## src/hdl/ptp_ts_cfg.svh

```systemverilog
`ifndef PTP_TS_CFG_SVH
`define PTP_TS_CFG_SVH

// ==========================================
// register byte offsets
`define OFS_TARGET_HIGH      9'h17c
`define OFS_TARGET_LOW       9'h180
`define OFS_RELOAD_UPPER     9'h184
`define OFS_RELOAD_LOWER     9'h188
`define OFS_USER_ADDR_UPPER  9'h18c
`define OFS_USER_ADDR_LOWER  9'h190
`define OFS_TS_CONFIG        9'h194

// ==========================================
// reset values
`define RST_WORD             32'h0000_0000
`define RST_USER_UPPER       16'h0000
`define RST_TS_CONFIG        32'h4343_0000

// ==========================================
// configuration register layout
`define CFG_PORT2_LSB        24
`define CFG_PORT1_LSB        16
`define CFG_RELOAD_ADD_BIT   0
`define CFG_WRITE_MASK       32'hffff_0001

// ==========================================
// predefined time-protocol destination addresses
`define PTP_ADDR_PRIMARY     48'h01005e000181
`define PTP_ADDR_ALT1        48'h01005e000182
`define PTP_ADDR_ALT2        48'h01005e000183
`define PTP_ADDR_ALT3        48'h01005e000184

`endif

```

## src/hdl/ptp_ts_pkg.sv

```systemverilog
// ==========================================
// shared types of the timestamp configuration block
package ptp_ts_pkg;

    // one port's group of eight configuration bits, msb first
    typedef struct packed {
        logic master_sel;   // 1: time master, 0: slave
        logic primary_en;   // primary predefined address
        logic alt1_en;      // alternate address 1
        logic alt2_en;      // alternate address 2
        logic alt3_en;      // alternate address 3
        logic user_en;      // user-defined address
        logic lock_rx;      // capture lock, receive side
        logic lock_tx;      // capture lock, transmit side
    } port_cfg_t;

    // state of one port's detector
    typedef struct packed {
        logic ptp_frame;    // last frame was time-protocol
        logic capture;      // timestamp capture pulse
    } detect_state_t;

    // whole state of the configuration block
    typedef struct packed {
        logic [63:0] target_cmp;    // active compare target
        logic [31:0] target_hi;     // written target, upper
        logic [31:0] target_lo;     // written target, lower
        logic        target_hi_wr;  // upper half written
        logic        target_lo_wr;  // lower half written
        logic [63:0] reload_act;    // reload value in use
        logic [31:0] reload_hi;     // written reload, upper
        logic [31:0] reload_lo;     // written reload, lower
        logic        reload_hi_wr;  // upper half written
        logic        reload_lo_wr;  // lower half written
        logic [15:0] user_upper;    // user address 47:32
        logic [31:0] user_lower;    // user address 31:0
        logic [31:0] ts_config;     // configuration word
        logic [31:0] rdata;         // read answer
        logic        rvalid;        // read answer strobe
        logic        evt;           // compare event pulse
    } ts_state_t;

endpackage

```

## src/hdl/ptp_port_detect.sv

```systemverilog
`timescale 1ns/1ps
`default_nettype none
`include "ptp_ts_cfg.svh"

module ptp_port_detect (
    // clock and synchronised reset
    input  wire logic                   core_clk_in,
    input  wire logic                   rst_n_in,
    // configuration
    input  wire ptp_ts_pkg::port_cfg_t  port_cfg_in,
    input  wire logic [47:0]            user_addr_in,
    // frame event from the port
    input  wire logic                   frame_valid_in,
    input  wire logic                   frame_tx_in,
    input  wire logic                   msg_sync_in,
    input  wire logic                   msg_delay_req_in,
    input  wire logic [47:0]            dest_addr_in,
    // results
    output logic                        ptp_frame_out,
    output logic                        capture_out
);
    import ptp_ts_pkg::*;

    detect_state_t s_q;     // registered state
    detect_state_t s_d;     // next state

    // ==========================================
    // address recognition
    // true when the address is one of those enabled for this port
    function automatic logic addr_enabled(
        input port_cfg_t   cfg,
        input logic [47:0] user,
        input logic [47:0] da
    );
        logic hit;
        hit = 1'b0;
        if (cfg.primary_en && da == `PTP_ADDR_PRIMARY) hit = 1'b1;
        if (cfg.alt1_en && da == `PTP_ADDR_ALT1) hit = 1'b1;
        if (cfg.alt2_en && da == `PTP_ADDR_ALT2) hit = 1'b1;
        if (cfg.alt3_en && da == `PTP_ADDR_ALT3) hit = 1'b1;
        if (cfg.user_en && da == user) hit = 1'b1;
        return hit;
    endfunction

    // ==========================================
    // next state
    // capture direction depends on master or slave role
    always_comb begin
        logic is_ptp;
        is_ptp = addr_enabled(port_cfg_in, user_addr_in, dest_addr_in);
        s_d = s_q;
        s_d.capture = 1'b0;
        if (frame_valid_in) begin
            s_d.ptp_frame = is_ptp;
            if (is_ptp && port_cfg_in.master_sel) begin
                // master: sync out, delay request in
                s_d.capture = frame_tx_in ? msg_sync_in : msg_delay_req_in;
            end else if (is_ptp) begin
                // slave: delay request out, sync in
                s_d.capture = frame_tx_in ? msg_delay_req_in : msg_sync_in;
            end
        end
    end

    // ==========================================
    // state register
    always_ff @(posedge core_clk_in or negedge rst_n_in) begin
        if (!rst_n_in) begin
            s_q <= '0;
        end else begin
            s_q <= s_d;
        end
    end

    assign ptp_frame_out = s_q.ptp_frame;
    assign capture_out   = s_q.capture;

endmodule
`default_nettype wire

```

## src/hdl/ptp_timestamp_config.sv

```systemverilog
// Behaviour
// - on compare event, update compare from reload
// - config bit picks reload or add
// - reload takes effect after both halves written
// - reload lower word, read/write, resets zero
// - add mode accumulates for periodic events
// - user address built from two registers
// - user upper holds 16 bits, rest zero
// - user lower holds 32 bits, resets zero
// - user address used only when enabled
// - one config register, bit group per port
// - master captures sync out, delay request in
// - slave captures delay request out, sync in
// - bit 30 enables primary address, resets one
// - bit 29 enables alternate address one
// - compare target against clock, raise event
// - reload upper word, read/write, resets zero
`timescale 1ns/1ps
`default_nettype none
`include "ptp_ts_cfg.svh"

module ptp_timestamp_config (
    // clock and reset
    input  wire logic        core_clk_in,
    input  wire logic        nrst_in,
    // management register port
    input  wire logic        reg_wr_in,
    input  wire logic        reg_rd_in,
    input  wire logic [8:0]  reg_addr_in,
    input  wire logic [31:0] reg_wdata_in,
    output logic [31:0]      reg_rdata_out,
    output logic             reg_rvalid_out,
    // running time clock
    input  wire logic [63:0] time_clock_in,
    // compare results
    output logic             compare_event_out,
    output logic [63:0]      compare_value_out,
    // port 1 frame events
    input  wire logic        port1_frame_valid_in,
    input  wire logic        port1_frame_tx_in,
    input  wire logic        port1_msg_sync_in,
    input  wire logic        port1_msg_delay_req_in,
    input  wire logic [47:0] port1_dest_addr_in,
    // port 2 frame events
    input  wire logic        port2_frame_valid_in,
    input  wire logic        port2_frame_tx_in,
    input  wire logic        port2_msg_sync_in,
    input  wire logic        port2_msg_delay_req_in,
    input  wire logic [47:0] port2_dest_addr_in,
    // port 1 detection results
    output logic             port1_ptp_frame_out,
    output logic             port1_capture_out,
    // port 2 detection results
    output logic             port2_ptp_frame_out,
    output logic             port2_capture_out
);
    import ptp_ts_pkg::*;

    // ==========================================
    // reset release
    logic      rst_meta_q;      // first stage, feeds second only
    logic      rst_n_sync_q;    // released reset for all logic

    // ==========================================
    // block state
    ts_state_t s_q;             // registered state
    ts_state_t s_d;             // next state

    // ==========================================
    // derived configuration
    port_cfg_t   port1_cfg;     // port 1 bit group
    port_cfg_t   port2_cfg;     // port 2 bit group
    logic [47:0] user_addr;     // assembled user address
    logic        add_mode;      // 1: accumulate, 0: reload

    // ==========================================
    // helper functions
    // read answer for an address; unmapped reads give zero
    function automatic logic [31:0] read_word(
        input ts_state_t  st,
        input logic [8:0] addr
    );
        logic [31:0] w;
        w = 32'h0000_0000;
        case (addr)
            `OFS_TARGET_HIGH: begin
                w = st.target_hi;
            end
            `OFS_TARGET_LOW: begin
                w = st.target_lo;
            end
            `OFS_RELOAD_UPPER: begin
                w = st.reload_hi;
            end
            `OFS_RELOAD_LOWER: begin
                w = st.reload_lo;
            end
            `OFS_USER_ADDR_UPPER: begin
                w = {16'h0000, st.user_upper};
            end
            `OFS_USER_ADDR_LOWER: begin
                w = st.user_lower;
            end
            `OFS_TS_CONFIG: begin
                w = st.ts_config;
            end
            default: begin
                w = 32'h0000_0000;
            end
        endcase
        return w;
    endfunction

    // next compare value after an event
    function automatic logic [63:0] next_compare(
        input logic [63:0] cur,
        input logic [63:0] reload,
        input logic        add
    );
        logic [63:0] v;
        // wraps modulo 2^64, like the time clock itself
        v = add ? (cur + reload) : reload;
        return v;
    endfunction

    // ==========================================
    // reset synchroniser
    // async assert, release after two edges
    always_ff @(posedge core_clk_in or negedge nrst_in) begin
        if (!nrst_in) begin
            rst_meta_q   <= 1'b0;
            rst_n_sync_q <= 1'b0;
        end else begin
            rst_meta_q   <= 1'b1;
            rst_n_sync_q <= rst_meta_q;
        end
    end

    // ==========================================
    // configuration decode
    // each port owns one byte of the config word
    assign port2_cfg = port_cfg_t'(s_q.ts_config[`CFG_PORT2_LSB +: 8]);
    assign port1_cfg = port_cfg_t'(s_q.ts_config[`CFG_PORT1_LSB +: 8]);
    assign user_addr = {s_q.user_upper, s_q.user_lower};
    assign add_mode  = s_q.ts_config[`CFG_RELOAD_ADD_BIT];

    // ==========================================
    // next-state logic
    always_comb begin
        logic        match;     // time equals compare target
        logic        tgt_hi_w;  // target upper written now
        logic        tgt_lo_w;  // target lower written now
        logic        rl_hi_w;   // reload upper written now
        logic        rl_lo_w;   // reload lower written now
        match    = 1'b0;
        tgt_hi_w = 1'b0;
        tgt_lo_w = 1'b0;
        rl_hi_w  = 1'b0;
        rl_lo_w  = 1'b0;
        s_d        = s_q;
        s_d.rvalid = 1'b0;
        s_d.evt    = 1'b0;

        // register writes
        if (reg_wr_in) begin
            case (reg_addr_in)
                `OFS_TARGET_HIGH: begin
                    s_d.target_hi = reg_wdata_in;
                    tgt_hi_w      = 1'b1;
                end
                `OFS_TARGET_LOW: begin
                    s_d.target_lo = reg_wdata_in;
                    tgt_lo_w      = 1'b1;
                end
                `OFS_RELOAD_UPPER: begin
                    s_d.reload_hi = reg_wdata_in;
                    rl_hi_w       = 1'b1;
                end
                `OFS_RELOAD_LOWER: begin
                    s_d.reload_lo = reg_wdata_in;
                    rl_lo_w       = 1'b1;
                end
                `OFS_USER_ADDR_UPPER: begin
                    // upper half of the word is read-only
                    s_d.user_upper = reg_wdata_in[15:0];
                end
                `OFS_USER_ADDR_LOWER: begin
                    s_d.user_lower = reg_wdata_in;
                end
                `OFS_TS_CONFIG: begin
                    // unassigned bits stay zero
                    s_d.ts_config = reg_wdata_in & `CFG_WRITE_MASK;
                end
                default: begin
                    // unmapped write is dropped
                end
            endcase
        end

        // register reads, answered one cycle later
        if (reg_rd_in) begin
            s_d.rvalid = 1'b1;
            s_d.rdata  = read_word(s_q, reg_addr_in);
        end

        // compare event; suppressed right after one so
        // a zero add step cannot fire every cycle
        match = (time_clock_in == s_q.target_cmp) && !s_q.evt;
        if (match) begin
            s_d.evt        = 1'b1;
            // committed reload only, never half-written
            s_d.target_cmp = next_compare(s_q.target_cmp,
                                          s_q.reload_act,
                                          add_mode);
        end

        // written flags: a new write sets, commit clears
        s_d.reload_hi_wr = s_q.reload_hi_wr | rl_hi_w;
        s_d.reload_lo_wr = s_q.reload_lo_wr | rl_lo_w;
        s_d.target_hi_wr = s_q.target_hi_wr | tgt_hi_w;
        s_d.target_lo_wr = s_q.target_lo_wr | tgt_lo_w;

        // reload commit once both halves are in
        if (s_d.reload_hi_wr && s_d.reload_lo_wr) begin
            s_d.reload_act   = {s_d.reload_hi, s_d.reload_lo};
            s_d.reload_hi_wr = 1'b0;
            s_d.reload_lo_wr = 1'b0;
        end

        // target commit; software value wins over an event
        if (s_d.target_hi_wr && s_d.target_lo_wr) begin
            s_d.target_cmp   = {s_d.target_hi, s_d.target_lo};
            s_d.target_hi_wr = 1'b0;
            s_d.target_lo_wr = 1'b0;
        end
    end

    // ==========================================
    // state register
    always_ff @(posedge core_clk_in or negedge rst_n_sync_q) begin
        if (!rst_n_sync_q) begin
            s_q            <= '0;
            s_q.target_cmp <= {`RST_WORD, `RST_WORD};
            s_q.target_hi  <= `RST_WORD;
            s_q.target_lo  <= `RST_WORD;
            s_q.reload_act <= {`RST_WORD, `RST_WORD};
            s_q.reload_hi  <= `RST_WORD;
            s_q.reload_lo  <= `RST_WORD;
            s_q.user_upper <= `RST_USER_UPPER;
            s_q.user_lower <= `RST_WORD;
            s_q.ts_config  <= `RST_TS_CONFIG;
        end else begin
            s_q <= s_d;
        end
    end

    // ==========================================
    // port detectors
    // port 1 address match and capture
    ptp_port_detect port1_detect (
        .core_clk_in      (core_clk_in),
        .rst_n_in         (rst_n_sync_q),
        .port_cfg_in      (port1_cfg),
        .user_addr_in     (user_addr),
        .frame_valid_in   (port1_frame_valid_in),
        .frame_tx_in      (port1_frame_tx_in),
        .msg_sync_in      (port1_msg_sync_in),
        .msg_delay_req_in (port1_msg_delay_req_in),
        .dest_addr_in     (port1_dest_addr_in),
        .ptp_frame_out    (port1_ptp_frame_out),
        .capture_out      (port1_capture_out)
    );

    // port 2 address match and capture
    ptp_port_detect port2_detect (
        .core_clk_in      (core_clk_in),
        .rst_n_in         (rst_n_sync_q),
        .port_cfg_in      (port2_cfg),
        .user_addr_in     (user_addr),
        .frame_valid_in   (port2_frame_valid_in),
        .frame_tx_in      (port2_frame_tx_in),
        .msg_sync_in      (port2_msg_sync_in),
        .msg_delay_req_in (port2_msg_delay_req_in),
        .dest_addr_in     (port2_dest_addr_in),
        .ptp_frame_out    (port2_ptp_frame_out),
        .capture_out      (port2_capture_out)
    );

    // ==========================================
    // outputs, all from flip-flops
    assign reg_rdata_out     = s_q.rdata;
    assign reg_rvalid_out    = s_q.rvalid;
    assign compare_event_out = s_q.evt;
    assign compare_value_out = s_q.target_cmp;

endmodule
`default_nettype wire

```

## config.mk

```make
export PLATFORM = sky130hd
export DESIGN_NAME = ptp_timestamp_config
export DESIGN_NICKNAME = d
export VERILOG_FILES = /design/src/hdl/ptp_ts_pkg.sv /design/src/hdl/ptp_port_detect.sv /design/src/hdl/ptp_timestamp_config.sv
export VERILOG_INCLUDE_DIRS = /design/src /design/src/hdl
export SDC_FILE = /design/constraint.sdc
export NUM_CORES = 1
export LEC_CHECK = 0
export BUFFER_PORTS_ARGS = -buffer_cell sky130_fd_sc_hd__buf_2
export CAP_MARGIN = 40
export CELL_PAD_IN_SITES_DETAIL_PLACEMENT = 0
export CELL_PAD_IN_SITES_GLOBAL_PLACEMENT = 2
export CORE_ASPECT_RATIO = 1.2
export CORE_MARGIN = 5
export CORE_UTILIZATION = 35
export DETAILED_ROUTE_END_ITERATION = 7
export PLACE_DENSITY_LB_ADDON = 0.1
export SLEW_MARGIN = 10
export SYNTH_ARGS = -nofsm -noshare
export SYNTH_HDL_FRONTEND = slang
export SYNTH_SLANG_ARGS = --single-unit
```

## constraint.sdc

```tcl
create_clock -name core_clk_in -period 15.95 [get_ports core_clk_in]
set_input_delay 2.3925 -clock core_clk_in [delete_from_list [all_inputs] [get_ports core_clk_in]]
set_output_delay 2.3925 -clock core_clk_in [all_outputs]
set_load 0.005 [all_outputs]
```

==> flow_metrics.py <==
metrics = {
    "synthesis": {
        "synth.avg_cell_area_sq_um": 9.27,
        "synth-edff-count": 0,
        "yosys_warnings": 0,
        "ys.flop_type": "dfrtp_1",
        "yosysTopAreaCell": "dfrtp_1",
        "async_reset_ff_share_pct": 100,
        "synth_cell_types": 82,
        "ys_ff_latch": 365,
        "synthCells": 2417,
        "synth_fp_nets": 2694,
        "ys_top_cells_by_area": "dfrtp_1 (40%), mux2_2 (8.4%), nand2_1 (7.2%)",
        "synth_top_area_share_pct": 40.1,
        "ys_seq_area_share_pct": 40.8,
        "synth_area_sq_um": 22400,
    },
    "clocking": {
        "hold_buffers": 0,
        "tritoncts": "built",
        "cts_buffers": 42,
        "cts_root_buf": "clkbuf_16",
        "clkTransAtPathRegs_ps": 60,
        "clk_latency_ps": 580,
        "cts.path.max_buffers": 3,
        "post_cts_buffers": 0,
        "cts_sinks": 365,
        "h-tree-depth": 2,
        "postCtsResizedCells": 0,
    },
    "route": {
        "drtAntennaViolNets": 0,
        "wl_per_cell_um": 28.6,
        "dr.pass1.iters": 5,
        "drc": 0,
        "via_count": 19549,
        "wl_um": 98400,
        "post_drt_via_cell_ratio": 5.68,
        "drt_iter0_drc": 1484,
    },
    "sta": {
        "min_period_over_period_pct": 38.9,
        "setup-violations-final": 0,
        "hold_violations": 0,
        "max_freq_mhz": 161,
        "worst_pin_slew_ps": 1000,
        "fin_skew_ps": 23.5,
        "fin_ws_ps": 9740,
        "relSlewSlack_pct": 32.8,
        "grt_setup_unrepaired": "false",
        "fin_crit_ps": 6210,
        "final_max_slew_viol_count": 0,
        "finalSetupTns_ps": 0,
    },
    "final_layout": {
        "postLayoutCoreUtil_pct": 40.5,
        "fin_nets": 2863,
        "final_common_cell": "nand2_1",
        "area_delta_synth_final_pct": 14.5,
        "n_antenna_cell": 0,
        "drive_gt1_share_pct": 24.0,
        "mostFrequentLayoutCells": "nand2_1 (424), dfrtp_1 (357), buf_2 (317)",
    },
    "floorplanning": {
        "initial_core_util_pct": 35.4,
        "io_pins": 315,
        "fp-row-count": 101,
        "dieArea_sq_um": 69200,
        "die-height_um": 287,
        "floorplan.die.width_um": 241,
        "coreArea_sq_um": 63300,
    },
    "setup_path": {
        "cp.required_ps": 16400,
        "crit_end": "compare_value_out[22]",
        "path_max_fanout": 50,
        "arrival_ps": 6660,
        "reg2reg_slack_ps": 11210,
        "cp-startpoint": "reg_addr_in[2]",
        "worstReg2RegEnd": "compare_value_out[63]",
        "worstRegToRegCells": 11,
        "cp-end-kind": "flip-flop",
        "path_class": "in2reg",
        "start_kind": "primary input",
        "crit-reg2reg-launch": "compare_value_out[14]",
    },
    "placement": {
        "preCtsSetupSlack_ps": 9200,
        "gp_congestion": 0.978,
        "dpl.hpwl_um": 77600,
        "portBuffers": 314,
    },
    "grt": {
        "grt_pass1_vias": 19463,
        "antenna_found_initial": 0,
        "grt_remaining_overflow": 0,
        "grt_util_all_layers_pct": 27.5,
        "grt_pass1_wl_um": 140000,
        "grt_start_max_net_pins": 165,
    },
    "worst_hold_path": {
        "hold_class": "reg2reg",
        "hold_depth": 0,
        "min_from": "rst_meta_q",
    },
    "run_status": {
        "status": "complete, no violations",
    },
    "job": {
        "drv_cap": 0,
    },
    "power": {
        "p_per_area_nw_per_um2": 86.8,
        "vdd_drop_max_uv": 79.6,
        "leakage_nw": 12.5,
    },
}
## worst max-delay path: stages
cell     delay, ps
buf_2           80
buf_4          420
nand2_1        160
nor3_1         830
and2_1         240
buf_4          420
nor2_1         170
a21oi_4        140
buf_4          490
buf_4          580
nor2_1         160
buf_4          240
a221o_1        290
## where the power goes
group | internal, mW | switching [mW]
registers | 0.948 | 0.0253
logic | 0.0625 | 0.111
clock network | 0.646 | 0.432
total | 1.66 | 0.568
## area by class of cell
cell class              instances  area, sq um
repair buffers                348         1860
clock buffers                  55         1230
fillers                      6425        37700
multi-input cells            1771        11800
flip-flops and latches        365         9150
inverters                      58          218
well taps                     824         1030
clock inverters                23          300
## routing by layer
layer	part of all wire (%)	track usage [%]	vias to the layer above
met4	4.2	10.3	0
met2	46	44.6	656
met3	5.0	3.46	137
met1	44	37.7	9837
li1	-	-	8919
met5	0	0	-
## how the worst min path moves through the flow
stage,to,slack [ps]
2_1_floorplan,rst_n_sync_q,330
3_3_place_gp,rst_n_sync_q,340
3_5_place_dp,rst_n_sync_q,340
4_1_cts,rst_n_sync_q,360
5_1_grt,rst_n_sync_q,360
6_report,rst_n_sync_q,350
## cell usage after synthesis, types with 5 or more instances
library cell / n
a211o_1: 6
a211oi_1: 7
a21o_1: 53
a21oi_1: 149
a221o_1: 21
a221oi_1: 27
a22oi_1: 45
a31oi_1: 16
a41oi_1: 13
and2_1: 7
and3_1: 23
buf_1: 13
buf_2: 19
buf_4: 100
clkbuf_1: 89
dfrtp_1: 359
dfstp_2: 6
ha_1: 63
inv_1: 57
mux2_2: 167
mux2i_1: 37
nand2_1: 427
nand3_1: 23
nand4_1: 53
nor2_1: 111
nor2b_1: 17
nor3_1: 32
nor3b_1: 5
nor4_1: 30
nor4b_1: 10
o211ai_1: 10
o21a_1: 7
o21ai_0: 59
o21ai_1: 43
o21bai_1: 13
o221ai_1: 15
o22ai_1: 23
o31a_1: 5
o31ai_1: 7
or3_1: 6
or4_1: 5
xnor2_1: 93
xor2_1: 81
## registers in the layout, summed over array words and instances, names as in the netlist
name,count
add_mode,1
compare_event_out,1
compare_value_out,64
port1_cfg,8
port1_detect.capture_out,1
port1_detect.ptp_frame_out,1
port2_cfg,8
port2_detect.capture_out,1
port2_detect.ptp_frame_out,1
reg_rdata_out,32
reg_rvalid_out,1
rst_meta_q,1
rst_n_sync_q,1
s_q,244
## stage by stage
stage | std cells | cell area [sq um] | hold WS [ps] | total power, mW
after floorplan | 2417 | 22400 | 331 | 1.07
after global placement | 3360 | 24000 | 339 | 1.16
after detailed placement | 3365 | 24100 | 343 | 1.17
after CTS | 3443 | 25600 | 356 | 2.25
after global routing | 3444 | 25600 | 356 | 2.29
final | 3444 | 25600 | 354 | 2.22
## logic make-up after synthesis
| logic type | count (synthesis) | synth area share (%) |
|---|---|---|
| AO/OA/AOI/OAI | 558 | 16.6 |
| XOR/XNOR | 174 | 6.80 |
| adder cells (fa/ha/maj) | 64 | 3.61 |
| buffers and inverters | 281 | 6.56 |
| flip-flops | 365 | 40.8 |
| multiplexers | 204 | 10.0 |
| other | 1 | 0.0167 |
| AND/OR/NAND/NOR | 770 | 15.5 |
No activity file was read; power rests on OpenSTA's default activity.
